File: src/hw/nvc_cfg.svh
// Constants of the configuration-save block: offsets, fields, defaults, timing
`ifndef NVC_CFG_SVH
`define NVC_CFG_SVH
`define NVC_CLK_NS        10
`define NVC_NVM_BYTE_NS   2000
`define NVC_NVM_BYTE_CYC  ((`NVC_NVM_BYTE_NS + `NVC_CLK_NS - 1) / `NVC_CLK_NS)
`define NVC_NREG          27
`define NVC_REG_BYPASS    8'h03
`define NVC_BIT_BYPASS    6
`define NVC_REG_STATUS    8'h18
`define NVC_REG_SPREAD    8'h19
`define NVC_REG_COMMIT    8'h1a
`define NVC_BIT_BUSY      7
`define NVC_BIT_LOCK      7
`define NVC_BIT_COMMIT    7
`define NVC_RST_STATUS    8'h38
`define NVC_RST_SPREAD    8'h09
`define NVC_RST_COMMIT    8'h1b
`define NVC_NVM_WIN       8'h80
`define NVC_AV_CTRL       10'h000
`define NVC_AV_STAT       10'h004
`define NVC_AV_IRQ_ST     10'h008
`define NVC_AV_IRQ_MSK    10'h00c
`define NVC_IRQ_DONE      0
`define NVC_IRQ_REFUSED   1
`endif

File: src/hw/nvc_pkg.sv
// Types shared by both ends of the configuration-save link
package nvc_pkg;
  typedef enum logic [2:0] {
    NVC_K_RD     = 3'h0,
    NVC_K_WR     = 3'h1,
    NVC_K_BLK    = 3'h2,
    NVC_K_COMMIT = 3'h3,
    NVC_K_SPREAD = 3'h4
  } nvc_kind_t;
  typedef enum logic [1:0] {
    NVC_D_IDLE = 2'h1,
    NVC_D_PROG = 2'h2
  } nvc_dstate_t;
  typedef enum logic [2:0] {
    NVC_H_IDLE = 3'h1,
    NVC_H_POLL = 3'h2,
    NVC_H_XFER = 3'h4
  } nvc_hstate_t;
endpackage

File: src/hw/nvc_if.sv
// Register link between the management controller and the clock device
`timescale 1ns/10ps
`default_nettype none
interface nvc_if;
  logic       req;
  logic       wr;
  logic       blk;
  logic [7:0] addr;
  logic [7:0] wdata;
  logic       ack;
  logic       last;
  logic [7:0] rdata;
  modport dev  (input req, wr, blk, addr, wdata, output ack, last, rdata);
  modport host (output req, wr, blk, addr, wdata, input ack, last, rdata);
endinterface
`default_nettype wire

File: src/hw/nvc_host.sv
// Host end: Avalon-MM command registers driving the device link
`timescale 1ns/10ps
`default_nettype none
`include "nvc_cfg.svh"
module nvc_host (
  input  wire logic        mclk,
  input  wire logic        rst_n,
  input  wire logic [9:0]  av_address,
  input  wire logic        av_read,
  input  wire logic        av_write,
  input  wire logic [31:0] av_writedata,
  input  wire logic [3:0]  av_byteenable,
  output logic [31:0]      av_readdata,
  output logic             av_waitrequest,
  output logic             irq,
  nvc_if.host              link
);
  logic [31:0]          ctrl_q;
  logic [1:0]           irq_st_q;
  logic [1:0]           irq_msk_q;
  logic [1:0]           irq_set;
  logic [7:0]           last_rd_q;
  logic                 refused_q;
  logic [6:0]           cnt_q;
  logic [1:0]           step_q;
  logic [7:0]           buf_q [0:127];
  nvc_pkg::nvc_hstate_t state_q;
  nvc_pkg::nvc_kind_t   kind;
  logic                 acc;
  logic                 go;

  assign acc  = (av_read || av_write) && !av_waitrequest;
  assign go   = acc && av_write && av_address == `NVC_AV_CTRL && av_byteenable[0]
                && state_q == nvc_pkg::NVC_H_IDLE;
  assign kind = nvc_pkg::nvc_kind_t'(ctrl_q[2:0]);

  function automatic logic [1:0] nsteps(input nvc_pkg::nvc_kind_t k);
    case (k)
      nvc_pkg::NVC_K_COMMIT: nsteps = 2'd2;
      nvc_pkg::NVC_K_SPREAD: nsteps = 2'd3;
      default:               nsteps = 2'd1;
    endcase
  endfunction

  // Address and data of each write step of a sequence
  function automatic logic [15:0] step_ad(input logic [31:0] c, input logic [1:0] s);
    case (nvc_pkg::nvc_kind_t'(c[2:0]))
      // commit is its own last write
      nvc_pkg::NVC_K_COMMIT: step_ad = {`NVC_REG_COMMIT, s[0], c[22:16]};
      nvc_pkg::NVC_K_SPREAD: step_ad = (s == 2'd1) ? {`NVC_REG_SPREAD, c[23:16]} :
                                       {`NVC_REG_BYPASS, c[31], (s == 2'd0), c[29:24]};
      default:               step_ad = {c[15:8], c[23:16]};
    endcase
  endfunction

  // Answers one cycle after the request, from a flop
  always_ff @(posedge mclk) begin
    if (!rst_n) begin
      av_waitrequest <= 1'b1;
      av_readdata    <= 32'h0000_0000;
    end else if ((av_read || av_write) && av_waitrequest) begin
      av_waitrequest <= 1'b0;
      if (av_address[9])
        av_readdata <= {24'h0, buf_q[av_address[8:2]]};
      else
        case (av_address)
          `NVC_AV_CTRL:    av_readdata <= ctrl_q;
          `NVC_AV_STAT:    av_readdata <= {9'h0, cnt_q, last_rd_q, 6'h0, refused_q,
                                           state_q != nvc_pkg::NVC_H_IDLE};
          `NVC_AV_IRQ_ST:  av_readdata <= {30'h0, irq_st_q};
          `NVC_AV_IRQ_MSK: av_readdata <= {30'h0, irq_msk_q};
          default:         av_readdata <= 32'h0000_0000;
        endcase
    end else begin
      av_waitrequest <= 1'b1;
    end
  end

  always_ff @(posedge mclk) begin
    if (!rst_n)
      ctrl_q <= 32'h0000_0000;
    else if (acc && av_write && av_address == `NVC_AV_CTRL && state_q == nvc_pkg::NVC_H_IDLE)
      for (int b = 0; b < 4; b++)
        if (av_byteenable[b])
          ctrl_q[8*b +: 8] <= av_writedata[8*b +: 8];
  end

  // Set wins over a write-one clear
  always_ff @(posedge mclk) begin
    if (!rst_n) begin
      irq_st_q  <= 2'h0;
      irq_msk_q <= 2'h0;
      irq       <= 1'b0;
    end else begin
      if (acc && av_write && av_byteenable[0] && av_address == `NVC_AV_IRQ_MSK)
        irq_msk_q <= av_writedata[1:0];
      if (acc && av_write && av_byteenable[0] && av_address == `NVC_AV_IRQ_ST)
        irq_st_q <= (irq_st_q & ~av_writedata[1:0]) | irq_set;
      else
        irq_st_q <= irq_st_q | irq_set;
      irq <= |(irq_st_q & irq_msk_q);
    end
  end

  always_comb begin
    irq_set = 2'h0;
    if (link.req && link.ack) begin
      if (state_q == nvc_pkg::NVC_H_POLL && link.rdata[`NVC_BIT_BUSY])
        irq_set = 2'h3;
      else if (state_q == nvc_pkg::NVC_H_XFER && (link.last || !link.blk) &&
               (link.blk || !link.wr || step_q == 2'(nsteps(kind) - 2'd1)))
        irq_set[`NVC_IRQ_DONE] = 1'b1;
    end
  end

  always_ff @(posedge mclk) begin
    if (link.req && link.ack && state_q == nvc_pkg::NVC_H_XFER && !link.wr)
      buf_q[cnt_q] <= link.rdata;
  end

  // Every write is preceded by a busy poll
  always_ff @(posedge mclk) begin
    if (!rst_n) begin
      state_q    <= nvc_pkg::NVC_H_IDLE;
      link.req   <= 1'b0;
      link.wr    <= 1'b0;
      link.blk   <= 1'b0;
      link.addr  <= 8'h00;
      link.wdata <= 8'h00;
      step_q     <= 2'h0;
      cnt_q      <= 7'h00;
      last_rd_q  <= 8'h00;
      refused_q  <= 1'b0;
    end else begin
      case (state_q)
        nvc_pkg::NVC_H_IDLE: begin
          if (go) begin
            step_q    <= 2'h0;
            cnt_q     <= 7'h00;
            refused_q <= 1'b0;
            state_q   <= (av_writedata[2:0] == 3'(nvc_pkg::NVC_K_RD) ||
                          av_writedata[2:0] == 3'(nvc_pkg::NVC_K_BLK)) ? nvc_pkg::NVC_H_XFER
                                                                         : nvc_pkg::NVC_H_POLL;
          end
        end
        nvc_pkg::NVC_H_POLL: begin
          if (!link.req) begin
            link.req  <= 1'b1;
            link.wr   <= 1'b0;
            link.blk  <= 1'b0;
            link.addr <= `NVC_REG_STATUS;
          end else if (link.ack) begin
            link.req <= 1'b0;
            if (link.rdata[`NVC_BIT_BUSY]) begin
              refused_q <= 1'b1;
              state_q   <= nvc_pkg::NVC_H_IDLE;
            end else begin
              state_q <= nvc_pkg::NVC_H_XFER;
            end
          end
        end
        nvc_pkg::NVC_H_XFER: begin
          if (!link.req) begin
            link.req   <= 1'b1;
            link.wr    <= kind != nvc_pkg::NVC_K_RD && kind != nvc_pkg::NVC_K_BLK;
            link.blk   <= kind == nvc_pkg::NVC_K_BLK;
            link.addr  <= (kind == nvc_pkg::NVC_K_RD || kind == nvc_pkg::NVC_K_BLK ||
                           kind == nvc_pkg::NVC_K_WR) ? ctrl_q[15:8] : step_ad(ctrl_q, step_q)[15:8];
            link.wdata <= (kind == nvc_pkg::NVC_K_WR) ? ctrl_q[23:16] : step_ad(ctrl_q, step_q)[7:0];
          end else if (link.ack) begin
            if (!link.wr) begin
              last_rd_q <= link.rdata;
              cnt_q     <= 7'(cnt_q + 7'h01);
            end
            if (!link.blk || link.last) begin
              link.req <= 1'b0;
              if (link.wr && step_q != 2'(nsteps(kind) - 2'd1)) begin
                step_q  <= 2'(step_q + 2'd1);
                state_q <= nvc_pkg::NVC_H_POLL;
              end else begin
                state_q <= nvc_pkg::NVC_H_IDLE;
              end
            end
          end
        end
        default: state_q <= nvc_pkg::NVC_H_IDLE;
      endcase
    end
  end
endmodule
`default_nettype wire

File: src/flat_wrapper.sv
// flat-port wrapper written by rule: the top's interface ports become plain ports
module nvc_host_flat 
  (mclk, rst_n, av_address, av_read, av_write, av_writedata, av_byteenable, av_readdata, av_waitrequest, irq, link_req, link_wr, link_blk, link_addr, link_wdata, link_ack, link_last, link_rdata);
  nvc_if link_i ();
  input  wire logic mclk;
  input  wire logic rst_n;
  input  wire logic [9:0] av_address;
  input  wire logic av_read;
  input  wire logic av_write;
  input  wire logic [31:0] av_writedata;
  input  wire logic [3:0] av_byteenable;
  output logic [31:0] av_readdata;
  output logic av_waitrequest;
  output logic irq;
  output wire logic [$bits(link_i.req)-1:0] link_req;
  output wire logic [$bits(link_i.wr)-1:0] link_wr;
  output wire logic [$bits(link_i.blk)-1:0] link_blk;
  output wire logic [$bits(link_i.addr)-1:0] link_addr;
  output wire logic [$bits(link_i.wdata)-1:0] link_wdata;
  input wire logic [$bits(link_i.ack)-1:0] link_ack;
  input wire logic [$bits(link_i.last)-1:0] link_last;
  input wire logic [$bits(link_i.rdata)-1:0] link_rdata;
  assign link_req = link_i.req;
  assign link_wr = link_i.wr;
  assign link_blk = link_i.blk;
  assign link_addr = link_i.addr;
  assign link_wdata = link_i.wdata;
  assign link_i.ack = link_ack;
  assign link_i.last = link_last;
  assign link_i.rdata = link_rdata;
  nvc_host u_core (.mclk(mclk), .rst_n(rst_n), .av_address(av_address), .av_read(av_read), .av_write(av_write), .av_writedata(av_writedata), .av_byteenable(av_byteenable), .av_readdata(av_readdata), .av_waitrequest(av_waitrequest), .irq(irq), .link(link_i));
endmodule
File: config.mk
export PLATFORM = sky130hd
export DESIGN_NAME = nvc_host_flat
export DESIGN_NICKNAME = d
export VERILOG_FILES = /design/src/hw/nvc_pkg.sv /design/src/hw/nvc_if.sv /design/src/hw/nvc_host.sv /design/src/flat_wrapper.sv
export VERILOG_INCLUDE_DIRS = /design/src /design/src/hw
export SDC_FILE = /design/constraint.sdc
export NUM_CORES = 1
export LEC_CHECK = 0
export BUFFER_PORTS_ARGS = -buffer_cell sky130_fd_sc_hd__buf_2
export CAP_MARGIN = 20
export CORE_MARGIN = 2
export CORE_UTILIZATION = 55
export CTS_BUF_LIST = sky130_fd_sc_hd__clkbuf_4 sky130_fd_sc_hd__clkbuf_8
export DETAILED_ROUTE_END_ITERATION = 6
export GPL_TIMING_DRIVEN = 0
export PLACE_DENSITY = 0.7
export SYNTH_ARGS = -nofsm -noshare
export SYNTH_HDL_FRONTEND = slang
export SYNTH_SLANG_ARGS = --single-unit
File: constraint.sdc
create_clock -name mclk -period 7.5 [get_ports mclk]
set_input_delay 0.375 -clock mclk [delete_from_list [all_inputs] [get_ports mclk]]
set_output_delay 0.375 -clock mclk [all_outputs]
set_load 0.02 [all_outputs]
Yosys cells after proc, flatten, opt, wreduce, memory -nomap -nowiden
Memory sizes are Yosys's and may differ from the RTL's.
Index checks and enable logic that the tools add are counted.
{"block": "op_classes", "addsub": 4, "n_eq_ne": 27, "n_mux": 62, "n_bitwise": 7, "reduce_logical": 48}
{"op": "one-hot mux 32 bit (4 select lines)", "count": 1}
{"op": "2-to-1 mux 32 bit", "count": 1}
{"op": "2-to-1 mux 8 bit", "count": 4}
{"op": "one-hot mux 16 bit (2 select lines)", "count": 1}
{"op": "2-to-1 mux 2 bit", "count": 15}
{"op": "2-to-1 mux 7 bit", "count": 4}
{"op": "2-to-1 mux 3 bit", "count": 8}
{"op": "== test 10 x 4 -> 1 bit (second input constant)", "count": 2}
{"op": "logical AND 1 bit", "count": 18}
{"op": "2-to-1 mux 1 bit", "count": 18}
{"op": "!= test 2 bit (second input constant)", "count": 8}
{"op": "one-hot mux 8 bit (2 select lines)", "count": 1}
{"op": "one-hot mux 7 bit (2 select lines)", "count": 1}
{"op": "2-to-1 mux 13 bit", "count": 1}
{"op": "== test 3 x 2 -> 1 bit (second input constant)", "count": 4}
{"op": "AND reduction 6 bit", "count": 2}
{"op": "== test 10 x 3 -> 1 bit (second input constant)", "count": 1}
{"op": "logical NOT 10 bit", "count": 1}
{"op": "AND reduction 2 bit", "count": 5}
{"op": "AND reduction 5 bit", "count": 2}
{"op": "one-hot mux 3 bit (3 select lines)", "count": 1}
{"op": "one-hot mux 1 bit (2 select lines)", "count": 4}
{"op": "one-hot mux 2 bit (2 select lines)", "count": 2}
{"op": "adder 7 x 1 -> 7 bit (second input constant)", "count": 1}
{"op": "23 further kinds", "count": 42}
{"block": "word_totals", "reg_bits": 110, "mem_bits_rw": 1024, "in_bits": 60, "out_inout_bits": 53, "memories": 1}
{"memory": "u_core.buf_q", "words": 128, "word_bits": 8, "read_ports": 1, "rd_ports_with_merged_regs": 0, "write_ports": 1, "line_no": "nvc_host.sv:26", "text": "logic [7:0] buf_q [0:127];"}

Longest topological paths before layout
{"block": "depth", "ltp_word": 15, "depth_mapped": 12, "ltp_nobuf": 7}

Worst setup path after synthesis
No wires, ideal clock.
{"block": "synth_timing", "path_type": "register -> register", "startpoint": "register u_core.link.req", "endpoint": "memory u_core.buf_q[120][0] (enable)", "t_arrival_ns": 2.113, "t_required_ns": 7.130, "setup_slack_ns": 5.017, "path_stages_with_launch": 7, "synth_period_minus_slack_ns": 2.483, "cell_sequence": "dfxtp_1 -> nand2_1 -> or3_1 -> clkbuf_1 -> nor2_1 -> nand3_1 -> nor2_1"}
{"block": "synth_via", "elab_chain_len": 5}
{"element": "start, declared", "line_no": "nvc_if.sv:14", "text": "modport host (output req, wr, blk, addr, wdata, input ack, last, rdata);"}
{"element": "start signal, assigned", "line_no": "nvc_host.sv:125", "text": "link.req <= 1'b0;"}
{"element": "start signal, assigned", "line_no": "nvc_host.sv:148", "text": "link.req <= 1'b1;"}
{"element": "start signal, assigned", "line_no": "nvc_host.sv:153", "text": "link.req <= 1'b0;"}
{"element": "logical AND 1 bit (3 in a row)", "line_no": "nvc_host.sv:117", "text": "if (link.req && link.ack && state_q == nvc_pkg::NVC_H_XFER && !link.wr)"}
{"element": "2-to-1 mux 1 bit", "line_no": "nvc_host.sv:117"}
{"element": "2-to-1 mux 1 bit (not written as such)", "line_no": "nvc_host.sv:118", "text": "buf_q[cnt_q] <= link.rdata;"}
{"element": "end, declared", "line_no": "nvc_host.sv:26"}
No other way between the ends.

Worst setup path after layout
{"block": "layout_timing", "startpoint": "input port av_address[5]", "endpoint": "register u_core.av_readdata[6]"}
{"block": "layout_via", "elab_chain_len": 3}
{"element": "start, declared", "line_no": "flat_wrapper.sv:7", "text": "input wire logic [9:0] av_address;"}
{"element": "parallel branches: the longest is 2 deep, another holds memory read (128 x 8 bit)"}
{"element": "2-to-1 mux 32 bit *", "line_no": "nvc_host.sv:63", "text": "if (av_address[9])"}
{"element": "end signal, assigned", "line_no": "nvc_host.sv:64", "text": "av_readdata <= {24'h0, buf_q[av_address[8:2]]};"}
{"element": "end signal, assigned", "line_no": "nvc_host.sv:67", "text": "`NVC_AV_CTRL: av_readdata <= ctrl_q;"}
{"element": "end signal, assigned", "line_no": "nvc_host.sv:68", "text": "`NVC_AV_STAT: av_readdata <= {9'h0, cnt_q, last_rd_q, 6'h0, refused_q,"}
{"element": "end, declared", "line_no": "nvc_host.sv:13", "text": "output logic [31:0] av_readdata,"}
Mark *: on every way between the ends.
A chain may end at the register's enable or synchronous reset.

==> reports/results.tsv <==
stage	metric	value	unit
sta	relSlewSlack	14.0	%
setup_path	cp.required	8.23	ns
sta	hold_viol_final	0	
outcome	status	complete, no violations	
floorplan	die_x	289	microns
sta	fmax	0.230	GHz
synthesis	avgSynthCellArea	18.6	sq um
final_layout	syn_to_final_growth	13.5	%
power_and_ir_drop	p_seq_share	54.4	%
grt	grt_pass1_vias	25800	
power_and_ir_drop	p_int	9.73	mW
final_layout	nets	2800	
grt	grt_start_max_net_pins	98	
placed_design	gp_congestion	0.965	
power_and_ir_drop	p_clk_share	39.6	%
drt	num_vias	26500	
sta	layout_min_cycle_time	4.34	ns
grt	met1_usage	44.7	%
grt	busiest_layer	met2	
sta	finClkSkew	0.0278	ns
drt	drtPass1Iterations	6	
hold_path	min_path_type	in -> reg	
synthesis	synth_enable_flop_cells	1024	
power_and_ir_drop	powerDensity	250	nW/um^2
setup_path	worstPathMaxFanout	10	
drt	ant_nets	0	
floorplan	rows	104	
grt	overflow	0	
synthesis	synthDistinctLibCells	57	
drt	wl	138	mm
sta	worst_pin_slew	1.29	ns
synthesis	synthFlopType	edfxtp_1	
final_layout	n_fill_cell	5639	
sta	fin_crit_sh	57.8	%
floorplan	boundaryPins	113	
synthesis	synth_seq_cells	1134	
grt	grt_use_total	33.5	%
placed_design	portBuffers	107	
synthesis	synthArstFlopShare	0	%
sta	finalMaxSlewViolations	0	
drt	dr.first_iter.drc_count	4229	
clock_tree	htree_levels	4	
floorplan	start_util	55.4	%
synthesis	synthCells	2392	
synthesis	yosysWarnings	0	
drt	drcViolationCount	0	
synthesis	syn-cell-area	44600	sq um
grt	grt_pass1_wl	191	mm
sta	setup_viol	0	
clock_tree	holdBufCountCts	43	
setup_path	path_class	in -> reg	
drt	post_drt_wl_per_cell	35.0	microns
synthesis	syn_nets	2455	
setup_path	crit_path_end_kind	register	
clock_tree	ctsResizeCount	0	
clock_tree	post_cts_buffers	0	
grt	grt_use_met3	10.3	%
power_and_ir_drop	p_sw	2.93	mW
drt	via_per_inst	6.74	
clock_tree	clkTransAtPathRegs	0.06	ns
power_and_ir_drop	p_leak	16.3	nW
clock_tree	cts_sinks	1134	
clock_tree	clk_path_buf_depth	3	
sta	rsz0062_at_grt	false	
synthesis	yosysSeqAreaShare	74.0	%
sta	finalSetupTns	0	ns
floorplan	die_height	289	microns
final_layout	drive_gt1_share	26.5	%
run	max_cap_viol_count	0	
clock_tree	clock_latency	0.86	ns
setup_path	critPathArrivalTime	5.07	ns
floorplan	die_area	83300	sq um
floorplan	core	80400	sq um
final_layout	final_core_util	62.9	%
final_layout	multiInputGateArea	10900	sq um
placed_design	hpwl	88.7	mm
setup_path	start_kind	primary input	
grt	antenna_found_initial	2	
power_and_ir_drop	ir_drop	0.000218	V
grt	use_met2	50.7	%
power_and_ir_drop	sw_frac_of_total	23.1	%
clock_tree	cts_made_buffers	178	
final_layout	regArea	33000	sq um
power_and_ir_drop	pwr-share-comb	5.9	%
clock_tree	clockRootBuffer	clkbuf_8	
clock_tree	cts_tree	yes	
## cells in the final DEF, fill, tap and decap left out, types with 9 or more instances in the layout
master and instances:
buf_4 31, a21boi_1 12, edfxtp_1 1024, clkinv_1 41, nand4_1 12, buf_2 131, dlygate4sd3_1 43, mux4_2 274
mux2_2 11, a21boi_0 42, and2_1 25, clkbuf_1 67, a211oi_1 9, clkbuf_4 60, dfxtp_1 110, buf_6 10
o21ai_0 48, clkinv_2 19, nand3_1 26, mux2i_1 37, nor3_1 16, clkbuf_8 187, a21oi_1 42, nand2_1 204
nor2_1 159, nor2b_1 26, a22oi_1 50
## path summary, 6_finish.rpt
check	endpoint	cells past startpoint	slack [ns]	startpoint
worst min register to register	u_core.av_readdata[24]$_SDFFE_PN0P_	2	0.47	u_core.av_readdata[24]$_SDFFE_PN0P_
worst max-delay path	u_core.av_readdata[6]$_SDFFE_PN0P_	10	3.16	av_address[5]
worst min-delay path	u_core.ctrl_q[20]$_SDFFE_PN0P_	4	0.04	av_byteenable[2]
worst max register to register	u_core.buf_q[123][5]$_DFFE_PP_	6	3.17	u_core.link.req$_SDFFE_PN0P_
## routing by layer
layer  up-vias  wire length [microns]
li1      10300                      -
met1     13500                  48400
met2      2210                  62200
met3       489                  19100
met4         0                   8030
met5         -                      0
## sequential cells by signal, indices dropped and copies added (netlist names), 2 cells and up
| name | count |
|---|---|
| u_core.buf_q | 1024 |
| u_core.av_readdata | 32 |
| u_core.ctrl_q | 32 |
| u_core.last_rd_q | 8 |
| u_core.link.addr | 8 |
| u_core.link.wdata | 8 |
| u_core.cnt_q | 7 |
| u_core.state_q | 3 |
| u_core.irq_msk_q | 2 |
| u_core.irq_st_q | 2 |
| u_core.step_q | 2 |
## cells in the mapped netlist, types with 7 or more instances
master,count,area (sq um)
edfxtp_1,1024,30700
mux4_2,274,6170
nand2_1,204,766
nor2_1,159,597
dfxtp_1,110,2200
clkbuf_1,68,255
a22oi_1,50,375
o21ai_0,48,240
a21boi_0,42,315
a21oi_1,42,210
mux2i_1,37,370
buf_2,32,160
nand3_1,26,130
nor2b_1,26,163
and2_1,25,156
buf_4,23,173
nor3_1,17,85.1
a21boi_1,12,90.1
nand4_1,12,75.1
mux2_2,11,124
a211oi_1,9,67.6
buf_6,9,101
a221oi_1,8,70.1
buf_1,8,30.0
nand2b_1,8,50.1
a22o_1,7,61.3
and3_1,7,43.8
o211a_1,7,70.1
o22ai_1,7,43.8
## power by group through the flow
stage	clock, mW	combinational [mW]	sequential [mW]
3_3_place_gp	0	0.679	7.03
6_report	5.02	0.750	6.89
2_1_floorplan	0	0.330	7.03
3_5_place_dp	0	0.708	7.02
5_1_grt	5.30	0.758	6.89
4_1_cts	5.02	0.724	6.89
## layout make-up
cell class | count | area share (%)
repair buffers | 165 | 2.54
multi-input cells | 1110 | 21.5
inverters | 8 | 0.0594
clock buffers | 246 | 5.97
clock inverters | 69 | 0.666
diodes | 6 | 0.0297
plain buffers | 140 | 1.43
well taps | 1060 | 2.62
flip-flops and latches | 1134 | 65.2
## critical path: stages
cell      delay, ns
buf_2          0.15
inv_1          0.62
buf_2          0.61
buf_2          0.69
clkbuf_1       0.94
a21oi_1        0.12
nor4_1         0.84
nor3_1         0.23
a221oi_1       0.34
nor2_1         0.08
## cell families after synthesis
family,count (synthesis),synth area share [%]
adder cells (fa/ha/maj),3,0.0843
flip-flops,1134,74.0
XOR/XNOR,5,0.0983
buffers and inverters,148,1.68
AND/OR/NAND/NOR,512,5.11
AO/OA/AOI/OAI,268,4.10
multiplexers,322,15.0
## stage by stage
stage                     setup WS [ns]  instance area, sq um  total power [mW]  std cells  hold WS (ns)
after floorplan                    5.02                 44600              7.36       2392         0.432
after detailed placement           2.66                 46700              7.73       3570         0.459
after CTS                          3.47                 50500              12.6       3928       0.00458
after global routing               3.15                 50500              12.9       3933        0.0794
after global placement             2.63                 46400              7.71       3559         0.451
final                              3.16                 50500              12.7       3938        0.0437
(Power assumes the default switching activity.)
